File: src/hdl/cod_pkg.sv
package cod_pkg;

  // first opcode bytes recognised by the decoder
  localparam logic [7:0] OPC_MOV_TO_SEG      = 8'h8e;
  localparam logic [7:0] OPC_MOV_FROM_SEG    = 8'h8c;
  localparam logic [7:0] OPC_TABLE_TRANSLATE = 8'hd7;
  localparam logic [7:0] OPC_LOAD_EFF_ADDR   = 8'h8d;
  localparam logic [7:0] OPC_PTR_LOAD_DATA   = 8'hc5;
  localparam logic [7:0] OPC_PTR_LOAD_EXTRA  = 8'hc4;
  localparam logic [7:0] OPC_FLAGS_TO_HIGH   = 8'h9f;
  localparam logic [7:0] OPC_HIGH_TO_FLAGS   = 8'h9e;
  localparam logic [7:0] OPC_FLAGS_PUSH      = 8'h9c;
  localparam logic [7:0] OPC_FLAGS_POP       = 8'h9d;
  localparam logic [7:0] OPC_BCD_ADD_UNP     = 8'h37;
  localparam logic [7:0] OPC_BCD_SUB_UNP     = 8'h3f;
  localparam logic [7:0] OPC_BCD_ADD_PKD     = 8'h27;
  localparam logic [7:0] OPC_BCD_SUB_PKD     = 8'h2f;
  localparam logic [6:0] OPC_MULDIV_GROUP    = 7'h7b;  // 1111011w
  localparam logic [5:0] OPC_SMUL_IMM_HI     = 6'h1a;  // 011010s1

  // addressing byte fields
  localparam logic [2:0] REG_UMUL    = 3'h4;
  localparam logic [2:0] REG_SMUL    = 3'h5;
  localparam logic [2:0] REG_UDIV    = 3'h6;
  localparam logic [1:0] MOD_NODISP  = 2'h0;
  localparam logic [1:0] MOD_DISP8   = 2'h1;
  localparam logic [1:0] MOD_DISP16  = 2'h2;
  localparam logic [1:0] MOD_REG     = 2'h3;
  localparam logic [2:0] RM_DIRECT   = 3'h6;

  // minimum clock charges
  localparam logic [5:0] CLK_SEG_REG        = 6'h02;
  localparam logic [5:0] CLK_TO_SEG_MEM     = 6'h09;
  localparam logic [5:0] CLK_FROM_SEG_MEM   = 6'h0b;
  localparam logic [5:0] CLK_TABLE_XLT      = 6'h0b;
  localparam logic [5:0] CLK_EFF_ADDR       = 6'h06;
  localparam logic [5:0] CLK_PTR_LOAD       = 6'h12;
  localparam logic [5:0] CLK_FLAGS_TO_HIGH  = 6'h02;
  localparam logic [5:0] CLK_HIGH_TO_FLAGS  = 6'h03;
  localparam logic [5:0] CLK_FLAGS_PUSH     = 6'h09;
  localparam logic [5:0] CLK_FLAGS_POP      = 6'h08;
  localparam logic [5:0] CLK_BCD_ADD_UNP    = 6'h08;
  localparam logic [5:0] CLK_BCD_SUB_UNP    = 6'h07;
  localparam logic [5:0] CLK_BCD_PKD        = 6'h04;
  localparam logic [5:0] CLK_UMUL_RB        = 6'h1a;
  localparam logic [5:0] CLK_UMUL_RW        = 6'h23;
  localparam logic [5:0] CLK_UMUL_MB        = 6'h20;
  localparam logic [5:0] CLK_UMUL_MW        = 6'h29;
  localparam logic [5:0] CLK_SMUL_RB        = 6'h19;
  localparam logic [5:0] CLK_SMUL_RW        = 6'h22;
  localparam logic [5:0] CLK_SMUL_MB        = 6'h1f;
  localparam logic [5:0] CLK_SMUL_MW        = 6'h28;
  localparam logic [5:0] CLK_SMUL_IMM_R     = 6'h16;
  localparam logic [5:0] CLK_SMUL_IMM_M     = 6'h1d;
  localparam logic [5:0] CLK_UDIV_RB        = 6'h1d;
  localparam logic [5:0] CLK_UDIV_RW        = 6'h26;
  localparam logic [5:0] CLK_UDIV_MB        = 6'h23;
  localparam logic [5:0] CLK_UDIV_MW        = 6'h2c;
  // worst extra clocks from the unit-to-unit handoff
  localparam logic [1:0] MAX_HANDOFF_EXTRA  = 2'h2;

  typedef enum logic [4:0] {
    OP_NONE, OP_MOV_TO_SEG, OP_MOV_FROM_SEG, OP_TABLE_TRANSLATE,
    OP_LOAD_EFF_ADDR, OP_PTR_LOAD_DATA, OP_PTR_LOAD_EXTRA,
    OP_FLAGS_TO_HIGH, OP_HIGH_TO_FLAGS, OP_FLAGS_PUSH, OP_FLAGS_POP,
    OP_BCD_ADD_UNP, OP_BCD_SUB_UNP, OP_BCD_ADD_PKD, OP_BCD_SUB_PKD,
    OP_UMUL, OP_SMUL, OP_SMUL_IMM, OP_UDIV
  } cod_op_t;

  typedef enum logic [6:0] {
    ST_IDLE   = 7'h01,
    ST_MODRM  = 7'h02,
    ST_DISPLO = 7'h04,
    ST_DISPHI = 7'h08,
    ST_IMMLO  = 7'h10,
    ST_IMMHI  = 7'h20,
    ST_EXEC   = 7'h40
  } cod_state_t;

  // decoded instruction, held stable from decode through completion
  typedef struct packed {
    cod_op_t     op;
    logic        word;
    logic        mem;
    logic [1:0]  mode;
    logic [2:0]  reg_sel;
    logic [2:0]  rm;
    logic [15:0] disp;
    logic [15:0] imm;
    logic [5:0]  charge;
  } cod_decode_t;

endpackage : cod_pkg

File: src/hdl/cod_decode_timing.sv
`timescale 1ns/100ps
module cod_decode_timing
  import cod_pkg::*;
(
  input  wire logic  i_clk,
  input  wire logic  i_rstn,
  input  wire logic  i_q_valid,
  input  wire logic  [7:0] i_q_byte,
  input  wire logic  i_handoff_stall,
  output logic       o_q_take,
  output cod_decode_t o_dec,
  output logic       o_busy,
  output logic       o_done,
  output logic       o_illegal,
  output logic       o_unknown
);

  cod_state_t  state;
  cod_state_t  next_state;
  logic [5:0]  remain;
  logic [1:0]  extra;
  logic        take;
  logic        needs_disp;
  logic        disp_two;
  logic [6:0]  exec_len;
  cod_op_t     next_op;
  logic [5:0]  next_charge;

  // minimum charge from operation, width and operand kind
  function automatic logic [5:0] charge_f(cod_op_t op, logic w, logic m);
    case (op)
      OP_MOV_TO_SEG:      charge_f = m ? CLK_TO_SEG_MEM : CLK_SEG_REG;
      OP_MOV_FROM_SEG:    charge_f = m ? CLK_FROM_SEG_MEM : CLK_SEG_REG;
      OP_TABLE_TRANSLATE: charge_f = CLK_TABLE_XLT;
      OP_LOAD_EFF_ADDR:   charge_f = CLK_EFF_ADDR;
      OP_PTR_LOAD_DATA:   charge_f = CLK_PTR_LOAD;
      OP_PTR_LOAD_EXTRA:  charge_f = CLK_PTR_LOAD;
      OP_FLAGS_TO_HIGH:   charge_f = CLK_FLAGS_TO_HIGH;
      OP_HIGH_TO_FLAGS:   charge_f = CLK_HIGH_TO_FLAGS;
      OP_FLAGS_PUSH:      charge_f = CLK_FLAGS_PUSH;
      OP_FLAGS_POP:       charge_f = CLK_FLAGS_POP;
      OP_BCD_ADD_UNP:     charge_f = CLK_BCD_ADD_UNP;
      OP_BCD_SUB_UNP:     charge_f = CLK_BCD_SUB_UNP;
      OP_BCD_ADD_PKD:     charge_f = CLK_BCD_PKD;
      OP_BCD_SUB_PKD:     charge_f = CLK_BCD_PKD;
      OP_UMUL: charge_f = m ? (w ? CLK_UMUL_MW : CLK_UMUL_MB)
                            : (w ? CLK_UMUL_RW : CLK_UMUL_RB);
      OP_SMUL: charge_f = m ? (w ? CLK_SMUL_MW : CLK_SMUL_MB)
                            : (w ? CLK_SMUL_RW : CLK_SMUL_RB);
      OP_SMUL_IMM: charge_f = m ? CLK_SMUL_IMM_M : CLK_SMUL_IMM_R;
      OP_UDIV: charge_f = m ? (w ? CLK_UDIV_MW : CLK_UDIV_MB)
                            : (w ? CLK_UDIV_RW : CLK_UDIV_RB);
      default: charge_f = CLK_SEG_REG;
    endcase
  endfunction : charge_f

  // op and charge as they will stand once this byte is captured; the
  // countdown loads from here because o_dec is still one edge behind
  always_comb begin
    next_op     = o_dec.op;
    next_charge = o_dec.charge;
    if (state == ST_IDLE) begin
      case (i_q_byte)
        OPC_FLAGS_TO_HIGH: next_charge = CLK_FLAGS_TO_HIGH;
        OPC_HIGH_TO_FLAGS: next_charge = CLK_HIGH_TO_FLAGS;
        OPC_FLAGS_PUSH:    next_charge = CLK_FLAGS_PUSH;
        OPC_FLAGS_POP:     next_charge = CLK_FLAGS_POP;
        OPC_BCD_ADD_UNP:   next_charge = CLK_BCD_ADD_UNP;
        OPC_BCD_SUB_UNP:   next_charge = CLK_BCD_SUB_UNP;
        OPC_BCD_ADD_PKD:   next_charge = CLK_BCD_PKD;
        OPC_BCD_SUB_PKD:   next_charge = CLK_BCD_PKD;
        default:           next_charge = CLK_TABLE_XLT;
      endcase
    end else if (state == ST_MODRM) begin
      if (o_dec.op == OP_NONE) begin
        case (i_q_byte[5:3])
          REG_UMUL: next_op = OP_UMUL;
          REG_SMUL: next_op = OP_SMUL;
          REG_UDIV: next_op = OP_UDIV;
          default:  next_op = OP_NONE;
        endcase
      end
      if (next_op != OP_NONE)
        next_charge = charge_f(next_op, o_dec.word,
                               i_q_byte[7:6] != MOD_REG);
    end
  end

  // displacement length from the addressing byte
  always_comb begin
    needs_disp = 1'b0;
    disp_two   = 1'b0;
    case (i_q_byte[7:6])
      MOD_DISP8:  needs_disp = 1'b1;
      MOD_DISP16: begin
        needs_disp = 1'b1;
        disp_two   = 1'b1;
      end
      MOD_NODISP: begin
        needs_disp = (i_q_byte[2:0] == RM_DIRECT);
        disp_two   = (i_q_byte[2:0] == RM_DIRECT);
      end
      default: needs_disp = 1'b0;  // register form
    endcase
  end

  // bytes are only taken while present; an empty queue just stalls
  assign take     = i_q_valid && (state != ST_EXEC);
  assign o_q_take = take;
  assign o_busy   = (state != ST_IDLE);

  // sequencing through opcode, addressing, displacement, immediate
  always_comb begin
    next_state = state;
    case (state)
      ST_IDLE: begin
        if (take) begin
          case (i_q_byte)
            OPC_MOV_TO_SEG, OPC_MOV_FROM_SEG, OPC_LOAD_EFF_ADDR,
            OPC_PTR_LOAD_DATA, OPC_PTR_LOAD_EXTRA:
              next_state = ST_MODRM;
            OPC_TABLE_TRANSLATE, OPC_FLAGS_TO_HIGH, OPC_HIGH_TO_FLAGS,
            OPC_FLAGS_PUSH, OPC_FLAGS_POP, OPC_BCD_ADD_UNP,
            OPC_BCD_SUB_UNP, OPC_BCD_ADD_PKD, OPC_BCD_SUB_PKD:
              next_state = ST_EXEC;
            default: begin
              if (i_q_byte[7:1] == OPC_MULDIV_GROUP ||
                  (i_q_byte[7:2] == OPC_SMUL_IMM_HI && i_q_byte[0]))
                next_state = ST_MODRM;
            end
          endcase
        end
      end
      ST_MODRM: begin
        if (take) begin
          if ((o_dec.op == OP_PTR_LOAD_DATA ||
               o_dec.op == OP_PTR_LOAD_EXTRA) &&
              i_q_byte[7:6] == MOD_REG)
            next_state = ST_IDLE;
          else if (o_dec.op == OP_NONE &&
                   !(i_q_byte[5:3] inside {REG_UMUL, REG_SMUL, REG_UDIV}))
            next_state = ST_IDLE;
          else if (needs_disp)
            next_state = ST_DISPLO;
          else if (o_dec.op == OP_SMUL_IMM)
            next_state = ST_IMMLO;
          else
            next_state = ST_EXEC;
        end
      end
      ST_DISPLO: begin
        if (take) begin
          if (o_dec.mode != MOD_DISP8)
            next_state = ST_DISPHI;
          else if (o_dec.op == OP_SMUL_IMM)
            next_state = ST_IMMLO;
          else
            next_state = ST_EXEC;
        end
      end
      ST_DISPHI: begin
        if (take)
          next_state = (o_dec.op == OP_SMUL_IMM) ? ST_IMMLO : ST_EXEC;
      end
      ST_IMMLO: begin
        // s bit set means one immediate byte, sign-extended
        if (take)
          next_state = o_dec.word ? ST_IMMHI : ST_EXEC;
      end
      ST_IMMHI: begin
        if (take)
          next_state = ST_EXEC;
      end
      ST_EXEC: begin
        if (remain <= 6'h01 &&
            !(o_dec.mem && i_handoff_stall && extra < MAX_HANDOFF_EXTRA))
          next_state = ST_IDLE;
      end
      default: next_state = ST_IDLE;
    endcase
  end

  // state register
  always_ff @(posedge i_clk or negedge i_rstn) begin
    if (!i_rstn)
      state <= ST_IDLE;
    else
      state <= next_state;
  end

  // capture of decoded fields as bytes arrive
  always_ff @(posedge i_clk or negedge i_rstn) begin
    if (!i_rstn) begin
      o_dec <= '0;
    end else if (take) begin
      case (state)
        ST_IDLE: begin
          o_dec      <= '0;
          o_dec.word <= i_q_byte[0];
          case (i_q_byte)
            OPC_MOV_TO_SEG:      o_dec.op <= OP_MOV_TO_SEG;
            OPC_MOV_FROM_SEG:    o_dec.op <= OP_MOV_FROM_SEG;
            OPC_TABLE_TRANSLATE: o_dec.op <= OP_TABLE_TRANSLATE;
            OPC_LOAD_EFF_ADDR:   o_dec.op <= OP_LOAD_EFF_ADDR;
            OPC_PTR_LOAD_DATA:   o_dec.op <= OP_PTR_LOAD_DATA;
            OPC_PTR_LOAD_EXTRA:  o_dec.op <= OP_PTR_LOAD_EXTRA;
            OPC_FLAGS_TO_HIGH:   o_dec.op <= OP_FLAGS_TO_HIGH;
            OPC_HIGH_TO_FLAGS:   o_dec.op <= OP_HIGH_TO_FLAGS;
            OPC_FLAGS_PUSH:      o_dec.op <= OP_FLAGS_PUSH;
            OPC_FLAGS_POP:       o_dec.op <= OP_FLAGS_POP;
            OPC_BCD_ADD_UNP:     o_dec.op <= OP_BCD_ADD_UNP;
            OPC_BCD_SUB_UNP:     o_dec.op <= OP_BCD_SUB_UNP;
            OPC_BCD_ADD_PKD:     o_dec.op <= OP_BCD_ADD_PKD;
            OPC_BCD_SUB_PKD:     o_dec.op <= OP_BCD_SUB_PKD;
            default: begin
              if (i_q_byte[7:2] == OPC_SMUL_IMM_HI && i_q_byte[0]) begin
                o_dec.op   <= OP_SMUL_IMM;
                o_dec.word <= !i_q_byte[1];  // word immediate when s=0
              end
            end
          endcase
          // single-byte ops are fully known; charge now
          o_dec.charge <= next_charge;
        end
        ST_MODRM: begin
          o_dec.mode    <= i_q_byte[7:6];
          o_dec.reg_sel <= i_q_byte[5:3];
          o_dec.rm      <= i_q_byte[2:0];
          o_dec.mem     <= (i_q_byte[7:6] != MOD_REG);
          o_dec.op      <= next_op;
          o_dec.charge  <= next_charge;
        end
        ST_DISPLO: o_dec.disp <= {{8{i_q_byte[7]}}, i_q_byte};
        ST_DISPHI: o_dec.disp[15:8] <= i_q_byte;
        ST_IMMLO:  o_dec.imm  <= {{8{i_q_byte[7]}}, i_q_byte};
        ST_IMMHI:  o_dec.imm[15:8] <= i_q_byte;
        default:   o_dec.imm <= o_dec.imm;
      endcase
    end
  end

  // execution countdown; charges are whole, so a control transfer's
  // charge would already cover its destination fetch
  always_ff @(posedge i_clk or negedge i_rstn) begin
    if (!i_rstn) begin
      remain <= 6'h00;
      extra  <= 2'h0;
    end else if (state != ST_EXEC && next_state == ST_EXEC) begin
      remain <= next_charge;  // whole minimum charge
      extra  <= 2'h0;
    end else if (state == ST_EXEC) begin
      if (remain > 6'h01)
        remain <= remain - 6'h01;
      else if (o_dec.mem && i_handoff_stall && extra < MAX_HANDOFF_EXTRA)
        extra <= extra + 2'h1;
    end
  end

  // completion and fault pulses
  always_ff @(posedge i_clk or negedge i_rstn) begin
    if (!i_rstn) begin
      o_done    <= 1'b0;
      o_illegal <= 1'b0;
      o_unknown <= 1'b0;
    end else begin
      o_done    <= (state == ST_EXEC) && (next_state == ST_IDLE);
      o_illegal <= (state == ST_MODRM) && take &&
                   (o_dec.op == OP_PTR_LOAD_DATA ||
                    o_dec.op == OP_PTR_LOAD_EXTRA) &&
                   i_q_byte[7:6] == MOD_REG;
      o_unknown <= take && next_state == ST_IDLE &&
                   (state == ST_IDLE ||
                    (state == ST_MODRM && o_dec.op == OP_NONE));
    end
  end

  // helper: cycles spent in execution for the instruction just done
  always_ff @(posedge i_clk or negedge i_rstn) begin
    if (!i_rstn)
      exec_len <= 7'h00;
    else if (state != ST_EXEC && next_state == ST_EXEC)
      exec_len <= 7'h01;
    else if (state == ST_EXEC && next_state == ST_EXEC)
      exec_len <= exec_len + 7'h01;
  end
endmodule : cod_decode_timing

File: config.mk
export PLATFORM = sky130hd
export DESIGN_NAME = cod_decode_timing
export DESIGN_NICKNAME = d
export VERILOG_FILES = /design/src/hdl/cod_pkg.sv /design/src/hdl/cod_decode_timing.sv
export SDC_FILE = /design/constraint.sdc
export NUM_CORES = 1
export LEC_CHECK = 0
export ABC_CLOCK_PERIOD_IN_PS = 2800
export BUFFER_PORTS_ARGS = -buffer_cell sky130_fd_sc_hd__buf_2
export CAP_MARGIN = 20
export CORE_ASPECT_RATIO = 0.6
export CORE_MARGIN = 8
export CORE_UTILIZATION = 55
export DETAILED_ROUTE_END_ITERATION = 12
export PLACE_DENSITY = 0.77
export RECOVER_POWER = 100
export SYNTH_ARGS = -nofsm -noshare
export SYNTH_HDL_FRONTEND = slang
export SYNTH_SLANG_ARGS = --single-unit
File: constraint.sdc
create_clock -name i_clk -period 2.8 [get_ports i_clk]
set_input_delay 0.42 -clock i_clk [delete_from_list [all_inputs] [get_ports i_clk]]
set_output_delay 0.42 -clock i_clk [all_outputs]
set_load 0.02 [all_outputs]
==> results.toml, run 1 <==
[drt]
wl_per_cell_um = 21.1
dr.pass1.iters = 5
ant_nets = 0
drt_wl_total_um = 14800
drc = 0
num_vias = 4635
vias_per_cell = 6.59
drt-initial-drc-count = 667

[run_status]
run_status = "finished, violations left"
failed_checks = "capacitance limit, slew limit"

[timing]
setup_viol = 0
setup_tns_ns = 0
whs_ns = 0.454
finalHoldViolations = 0
timing.fmax_ghz = 0.377
slew_headroom = -0.186
min_period_over_period = 0.947
worstMarginPinSlew_ns = 1.78
final-max-slew-violation-count = 31
rsz0062_at_grt = "no"
min_period_ns = 2.65
skew_ns = 0.00439

[synth]
ys.flop_type = "dfrtp_1"
ys_top_cells_by_area = "dfrtp_1, o21ai_0, nand2_1"
ys_types = 70
synth_edf_count = 0
synth_top_area_frac = 0.392
seq_area_frac_synth = 0.398
ys.warnings.count = 0
yosysTopAreaCell = "dfrtp_1"
synth-seq-cells = 71
syn-num-nets = 544
avgSynthCellArea_um2 = 8.57
netlist_area_mm2 = 0.00447
ys_async_sr_fraction = 1.00
syn_inst = 521

[floorplanning]
dieArea_mm2 = 0.0114
initial_utilization = 0.567
io_pins = 70
core_region_area_mm2 = 0.00788
fp.dieW_um = 132
rows = 25
die_h_um = 85.8

[clock_tree]
root_buffer = "clkbuf_16"
cts_tree = "built"
clock_latency_ns = 0.33
clockBufferDepth = 2
cts_resized = 0
clock-sinks = 71
post_cts_buffers = 0
holdBufCountCts = 0
h-tree-depth = 3
cts_made_buffers = 9
clk_pin_slew_ns = 0.06

[global_routing]
grt_start_max_net_pins = 42
antenna_found_initial = 1
grt_usage = 0.261
grt_pass1_wl_um = 23400
gr-total-overflow = 0
grt_pass1_vias = 4249

[placement]
numPortBuffers = 69
place_area_mm2 = 0.00499
gp_congestion = 1.00
dp_hpwl_um = 10900

[final_layout]
drive_gt1_frac = 0.0941
antenna_cells = 0
final_common_cell = "dfrtp_1"
syn2layout_area_growth_pct = 16.5
design_area_mm2 = 0.00520
nFillCells = 685
final_cell_mix = "dfrtp_1, clkbuf_1, nand2_1"
fin_nets = 613

[worst_setup_path]
crit_path_end_kind = "flip-flop"
critPathKind = "reg -> reg"
crit_required_ns = 3.01
startpoint_type = "flip-flop"
path_max_fanout = 15
arrival_ns = 2.86

[job]
cap_violations = 1

[power_and_ir_drop]
power_leakage_nw = 2.26
ir_drop_mv = 0.528
cellPowerDensity_mw_per_mm2 = 885

[min_path]
worstHoldPathType = "in -> reg"
stage by stage:
stage               utilization  total power, mW  std cells  worst slack, ns
global route              0.660             4.84        703           0.0530
finish                    0.660             4.61        703            0.148
floorplan                     -             2.67        521            0.349
global placement          0.633             3.31        687            0.316
CTS                       0.674             4.60        703            0.249
detailed placement        0.633             3.34        687            0.208
logic make-up (layout without fill, tap and decap cells):
group / count (synthesis) / in the layout / synth area share
xor gates and xnor gates: 10 / 10 / 0.0196
adders and majority gates: 13 / 13 / 0.0353
DFF: 71 / 71 / 0.398
muxes: 9 / 9 / 0.0216
and+or+nand+nor: 209 / 209 / 0.249
buffers and inverters: 58 / 132 / 0.0541
AOI/OAI and AO/OA: 151 / 151 / 0.223
worst max-delay path, cell delays in order, from the launching register on:
cell and delay, ns:
dfrtp_1 0.40, buf_4 0.20, nor2_1 0.37, nand3_1 0.38, a32oi_1 0.33, o22a_1 0.22
and2_1 0.26, mux2_1 0.36
registers in the layout, indices dropped and copies added (netlist names):
name,count
state,7
o_dec,53
o_illegal,1
extra,2
o_unknown,1
o_done,1
remain,6
final cells by class:
type / instances / area (µm²) / share of cell area
multi-input combinational: 392 / 2420 / 0.465
tap: 108 / 135 / 0.0260
clock buffer: 13 / 260 / 0.0500
clock inverter: 3 / 65.1 / 0.0125
timing repair buffer: 94 / 460 / 0.0885
inverter: 22 / 82.6 / 0.0159
sequential: 71 / 1780 / 0.342
synthesized netlist by cell type (3+ instances only):
cell type and count:
o2111ai_1 4, nor3_1 13, o221ai_1 3, and4_1 5
o21ai_0 46, nand2b_1 9, xor2_1 5, nand2_1 53
or4_1 3, dfrtp_1 70, a211oi_1 4, a211o_1 3
and4b_1 3, or3_1 5, nor4_1 5, buf_2 4
nand4_1 8, inv_1 22, o22ai_1 3, nor2_1 35
a22o_1 9, o211ai_1 3, a31oi_1 5, and2_1 6
o21a_1 5, and3_1 3, nand4b_1 3, mux2i_1 7
o32ai_1 3, xnor2_1 5, clkbuf_1 28, a22oi_1 3
a21oi_1 34, a311o_1 3, nand3_1 36, nor2b_1 11
ha_1 11
worst paths after layout:
path / startpoint / endpoint / slack (ns) / cells after the start
setup / recovery: o_dec[51] / remain[2] / 0.15 / 7
hold / removal: i_q_byte[7] / o_dec[21] / 0.45 / 3
setup reg to reg: o_dec[51] / remain[2] / 0.15 / 7
hold reg to reg: o_dec[30] / o_dec[30] / 0.48 / 2
max in group asynchronous: i_rstn / o_dec[17] / 1.21 / 1
min in group asynchronous: i_rstn / o_unknown / 0.56 / 1
report_power, final:
| part | internal (mW) | total [mW] | leakage, nW | switching (mW) |
|---|---|---|---|---|
| Combinational | 0.637 | 1.97 | 1.16 | 1.33 |
| Clock | 0.827 | 1.25 | 0.160 | 0.421 |
| Sequential | 1.21 | 1.39 | 0.943 | 0.176 |
layer usage:
| metal | GRT usage | wire length [µm] | vias to the layer above |
|---|---|---|---|
| li1 | - | - | 2060 |
| met1 | 0.355 | 6430 | 2226 |
| met2 | 0.367 | 6220 | 309 |
| met3 | 0.109 | 1880 | 38 |
| met4 | 0.0799 | 302 | 2 |
| met5 | 0 | 13 | - |
No activity file was read; power rests on OpenSTA's default activity.
==> run 2: changes to the inputs <==
Settings changed: ABC_AREA from default to 1.
==> run 2 against run 1 <==
Effect of this change: the run now ends clean; combinational power fell by 29%; non-clock buffer count shrank 12; first-iteration DRC count fell by 11%; maximum frequency is 3.2% higher; global-route usage is 0.25 points lower; sequential power fell by 4%; setup slack improved by 0.083 ns; routed wire length is 6.6% lower; critical path depth grew 3; via count fell by 3.6%; final cell count up 11%; highest routed layer is now met4.
==> results.toml, run 2 <==
[power_and_ir_drop]
cellPowerDensity_mw_per_mm2 = 796
seqPwrFrac = 0.329
power.internal_mw = 2.46
p_sw_frac = 0.391
switchingPower_mw = 1.58
clockPowerShare = 0.325
ir_drop_mv = 0.433
comb_power_share = 0.346
power_leakage_nw = 2.50

[placement]
dp_hpwl_um = 10400
gp_congestion = 0.988
numPortBuffers = 69

[final_layout]
fin_nets = 689
final_cell_mix = "nand2_1, nor2_1, dfrtp_1"
syn2layout_area_growth_pct = 16.6
final_common_cell = "nand2_1"
top_register = "o_dec"
drive_gt1_frac = 0.104
reg_top3 = "o_dec: 53 flops, state: 7 flops, remain: 6 flops"
antenna_cells = 0
largest_reg_flops = 53

[global_routing]
grt_start_max_net_pins = 48
grt_pass1_wl_um = 22300
antenna_found_initial = 0
grt_usage = 0.259
grt_pass1_vias = 4257
gr-total-overflow = 0

[synth]
synth_top_family_by_area = "simple AND/OR/NAND/NOR gates"
ys_async_sr_fraction = 1.00
synth_simple_gate_area_share = 0.329
ys.warnings.count = 0
synth-compound-area-share = 0.123
synth_top_area_frac = 0.403
synth-seq-cells = 71
syn-num-nets = 609
yosys.area_share.adder = 0.0316
syn_inst = 586
ys_top_cells_by_area = "dfrtp_1, nand2_1, nand3_1"
muxShareOfSynthArea = 0.0181
synth.most_common_cell = "nand2_1"
synth_edf_count = 0
yosys.area_share.xor_xnor = 0.00805
yosysTopAreaCell = "dfrtp_1"
ys_types = 43
seq_area_frac_synth = 0.409
avgSynthCellArea_um2 = 7.42
synth_common_cells = "nand2_1, nor2_1, dfrtp_1, nand3_1, inv_1"
ys.flop_type = "dfrtp_1"
netlist_area_mm2 = 0.00435

[clock_tree]
clk_pin_slew_ns = 0.06
clockBufferDepth = 2
cts_made_buffers = 9
clock_latency_ns = 0.34
clock-sinks = 71
h-tree-depth = 3
holdBufCountCts = 0
cts_tree = "built"
root_buffer = "clkbuf_16"
cts_resized = 0
post_cts_buffers = 0

[drt]
dr.pass1.iters = 5
ant_nets = 0
drt_wl_total_um = 13900
vias_per_cell = 5.74
wl_per_cell_um = 17.8
num_vias = 4468
drt-initial-drc-count = 595
drc = 0

[worst_setup_path]
crit_family = "simple AND/OR/NAND/NOR gates"
crit_required_ns = 3.00
startpoint_type = "flip-flop"
timing.critical_path.mode_cell = "nor2_1"
path_max_fanout = 18
arrival_ns = 2.77
critPathBufInv = 3
timing.rr.end = "o_dec[12]"
crit_path_max_incr_delay_ns = 0.53
cp_cell_sequence = "nor2_1 > nand2_1 > nor3_4 > inv_2 > nand2_4 > nor2_1 > inv_1 > clkbuf_2 > nand3_1 > o21ai_0"
rr_startpoint = "state[0]"
reg2reg_slack_ns = 0.23
reg2regPathDepth = 10
critPathKind = "reg -> reg"
cpMaxStageDelayCell = "dfstp_1"
crit_path_end_kind = "flip-flop"

[timing]
min_period_over_period = 0.917
final-max-slew-violation-count = 0
setup_viol = 0
worstMarginPinSlew_ns = 1.28
timing.fmax_ghz = 0.389
rsz0062_at_grt = "no"
slew_headroom = 0.144
whs_ns = 0.344
min_period_ns = 2.57
setup_tns_ns = 0
finalHoldViolations = 0
skew_ns = 0.00606

[floorplanning]
dieArea_mm2 = 0.0111
initial_utilization = 0.561
io_pins = 70
fp.dieW_um = 131
die_h_um = 84.9
rows = 25
core_region_area_mm2 = 0.00776

[job]
cap_violations = 0

[min_path]
worstHoldPathType = "in -> async"

[run_status]
run_status = "finished clean"
run 2: cell types whose count changed after synthesis, moves of 9 or more:
cell      before  now
a21oi_1       34   15
a22o_1         9    0
clkbuf_1      28    4
inv_1         22   58
nand2_1       53  130
nand2b_1       9    0
nand3_1       36   63
nor2_1        35   71
nor2b_1       11    0
run 2: metrics by stage:
step           setup slack (ns)  power [mW]  utilization  instance area (µm²)  instances
2_1_floorplan             0.805        2.30            -                 4350        586
3_3_place_gp              0.246        2.74        0.625                 4850        763
3_5_place_dp              0.277        2.75        0.625                 4850        763
4_1_cts                   0.451        4.07        0.669                 5190        779
5_1_grt                  0.0538        4.26        0.654                 5070        779
6_report                  0.231        4.04        0.654                 5070        779
run 2: kinds of logic (layout without fill, tap and decap cells):
group,count (synthesis),in the layout
AND/OR/NAND/NOR,315,315
AO/OA/AOI/OAI,96,96
buffers and inverters,82,167
flip-flops,71,71
adder cells (fa/ha/maj),11,11
multiplexers,7,7
XOR/XNOR,4,4
run 2: routing by layer:
layer,share of wire,up-vias,global-route usage
li1,-,2101,-
met1,0.46,2112,0.380
met2,0.42,230,0.358
met3,0.10,25,0.0839
met4,0.014,0,0.0549
met5,0,-,0
run 2: worst max path at each step:
stage,depth (start not counted),endpoint,start
after CTS,12,o_dec[0],o_dec[52]
after global routing,14,remain[4],state[1]
after global placement,17,remain[0],i_q_byte[6]
after detailed placement,17,remain[4],i_q_byte[6]
after floorplan,12,remain[3],o_dec[51]
final,10,o_dec[12],state[0]
run 2: worst reg2reg max path, stage by stage, from the launching register on:
cell and delay [ns]:
dfstp_1 0.53, nor2_1 0.08, nand2_1 0.24, nor3_4 0.08, inv_2 0.14, nand2_4 0.11
nor2_1 0.40, inv_1 0.22, clkbuf_2 0.35, nand3_1 0.17, o21ai_0 0.11
run 2: final cells by class:
type	instances	area (µm²)
inverter	69	264
fill	710	2690
clock inverter	6	109
timing repair buffer	82	358
multi-input combinational	433	2200
sequential	71	1780
clock buffer	10	229
tap	108	135
run 2: power groups by stage:
stage | Combinational [mW] | Clock [mW] | Sequential (mW)
final | 1.40 | 1.31 | 1.33
after CTS | 1.43 | 1.32 | 1.32
after detailed placement | 1.42 | 0 | 1.33
after global routing | 1.55 | 1.36 | 1.35
after global placement | 1.41 | 0 | 1.33
after floorplan | 0.861 | 0 | 1.44
==> run 3: changes to the inputs <==
Settings changed: ABC_CLOCK_PERIOD_IN_PS 2800 to 2950.
Clock period 2.8 ns to 2.95 ns, I/O delays scaled along.
==> run 3 against run 2 <==
Effect of this change: the run now ends with capacitance limit, slew limit left; hold slack improved by 0.096 ns; routed wire length fell by 3.6%; critical endpoint is now o_dec[50]; total power fell by 3.6%; sequential power fell by 5%; utilization rose by 0.23 points; final cell count fell by 0.51%; critical path depth fell by 1; non-clock buffer count fell by 3; maximum frequency fell by 4.4%; clock-buffer cell count did not move; clock skew barely moved; sequential share of layout area fell by 0.12 points.
==> results.toml, run 3 (synthesis gave the netlist of run 2 again) <==
[timing]
min_period_ns = 2.69
fin_ws_ns = 0.262
skew_ns = 0.00586
worstMarginPinSlew_ns = 1.52
setup_viol = 0
final-max-slew-violation-count = 26
whs_ns = 0.440
setup_tns_ns = 0
rsz0062_at_grt = "no"
timing.fmax_ghz = 0.372
slew_headroom = -0.0117
finalHoldViolations = 0
min_period_over_period = 0.911

[drt]
drc = 0
vias_per_cell = 5.81
dr.pass1.iters = 5
num_vias = 4503
drt-initial-drc-count = 608
wl_per_cell_um = 17.2
drt_wl_total_um = 13400
ant_nets = 0

[final_layout]
final_common_cell = "nand2_1"
top_register = "o_dec"
syn2layout_area_growth_pct = 17.0
antenna_cells = 0
final_cell_mix = "nand2_1, nor2_1, dfrtp_1"
design_area_mm2 = 0.00509
reg_top3 = "o_dec: 53 flops, state: 7 flops, remain: 6 flops"
fin_nets = 686
nFillCells = 745
largest_reg_flops = 53
drive_gt1_frac = 0.0960

[floorplanning]
core_region_area_mm2 = 0.00776
io_pins = 70
fp.dieW_um = 131
die_h_um = 84.9
dieArea_mm2 = 0.0111
rows = 25
initial_utilization = 0.561

[global_routing]
grt_pass1_wl_um = 22000
grt_usage = 0.251
grt_pass1_vias = 4288
gr-total-overflow = 0
antenna_found_initial = 0
grt_start_max_net_pins = 32

[worst_setup_path]
arrival_ns = 2.91
timing.critical_path.mode_cell = "nor2_1"
cp_cell_sequence = "nor2_1 > nand2_1 > nor3_4 > inv_2 > nand2_4 > nor2_1 > nor2_2 > inv_1 > o22ai_1"
critPathKind = "reg -> reg"
crit_required_ns = 3.17
crit_family = "simple AND/OR/NAND/NOR gates"
crit_path_max_incr_delay_ns = 0.45
path_max_fanout = 12
cpMaxStageDelayCell = "nor2_2"
critPathBufInv = 2
crit_path_end_kind = "flip-flop"
startpoint_type = "flip-flop"

[clock_tree]
h-tree-depth = 3
root_buffer = "clkbuf_16"
clock-sinks = 71
cts_resized = 0
holdBufCountCts = 0
post_cts_buffers = 0
cts_tree = "built"
clk_pin_slew_ns = 0.06
clockBufferDepth = 2
clock_latency_ns = 0.34
cts_made_buffers = 9

[placement]
numPortBuffers = 69
dp_hpwl_um = 10400
place_ws_ns = 0.369
place_area_mm2 = 0.00483
gp_congestion = 0.948

[power_and_ir_drop]
power_leakage_nw = 2.49
cellPowerDensity_mw_per_mm2 = 765
power.internal_mw = 2.43
clockPowerShare = 0.343
p_sw_frac = 0.377
switchingPower_mw = 1.47
comb_power_share = 0.330
ir_drop_mv = 0.394
seqPwrFrac = 0.326

[job]
cap_violations = 1

[run_status]
run_status = "finished, violations left"
failed_checks = "capacitance limit, slew limit"

[min_path]
worstHoldPathType = "in -> reg"
## run 3: cell types whose count changed in the layout (fill, tap and decap cells not counted), moves of 2 or more
cell      delta
clkbuf_1     +3
buf_4        -5
clkinv_2     -2
clkbuf_2     -2
## run 3: cell type report
type,count,area (µm²),share of cell area
Clock buffer,10,239,0.0470
Clock inverter,5,129,0.0253
Inverter,69,264,0.0519
Multi-Input combinational cell,433,2200,0.433
Sequential cell,71,1780,0.349
Tap cell,108,135,0.0265
Timing Repair Buffer,79,340,0.0669
## run 3: worst paths after layout
| path | to | cells after the start | slack [ns] | start |
|---|---|---|---|---|
| worst max register to register | o_dec[50] | 9 | 0.26 | state[1] |
| worst max-delay path | o_dec[50] | 9 | 0.26 | state[1] |
| worst min register to register | o_dec[32] | 1 | 0.50 | o_dec[32] |
| max in group asynchronous | extra[0] | 2 | 0.95 | i_rstn |
| worst min-delay path | o_dec[20] | 3 | 0.44 | i_q_byte[6] |
| min in group asynchronous | o_dec[34] | 1 | 0.47 | i_rstn |
## run 3: through the flow
stage           util  instances  power, mW
2_1_floorplan      -        586       2.18
3_3_place_gp   0.623        760       2.55
3_5_place_dp   0.623        760       2.59
4_1_cts        0.670        775       3.92
5_1_grt        0.656        775       4.10
6_report       0.656        775       3.90
## run 3: power groups by stage
stage	clock, mW	combinational, mW	sequential (mW)
after CTS	1.35	1.32	1.26
after global routing	1.39	1.42	1.29
final	1.34	1.29	1.27
after detailed placement	0	1.31	1.28
after global placement	0	1.29	1.27
after floorplan	0	0.817	1.36
## run 3: routing by layer
metal | share of wire | track usage | routed length, µm | vias to the layer above
met5 | 0 | 0 | 0 | -
li1 | - | - | - | 2102
met3 | 0.12 | 0.0851 | 1550 | 20
met4 | 0.0095 | 0.0560 | 127 | 0
met2 | 0.43 | 0.352 | 5690 | 249
met1 | 0.45 | 0.361 | 6000 | 2132
## run 3: worst min-delay path, delay by kind of cell
kind                   cells  cell delay (ns)
and+or+nand+nor            1             0.08
buffers and inverters      1             0.14
AOI/OAI and AO/OA          1             0.07
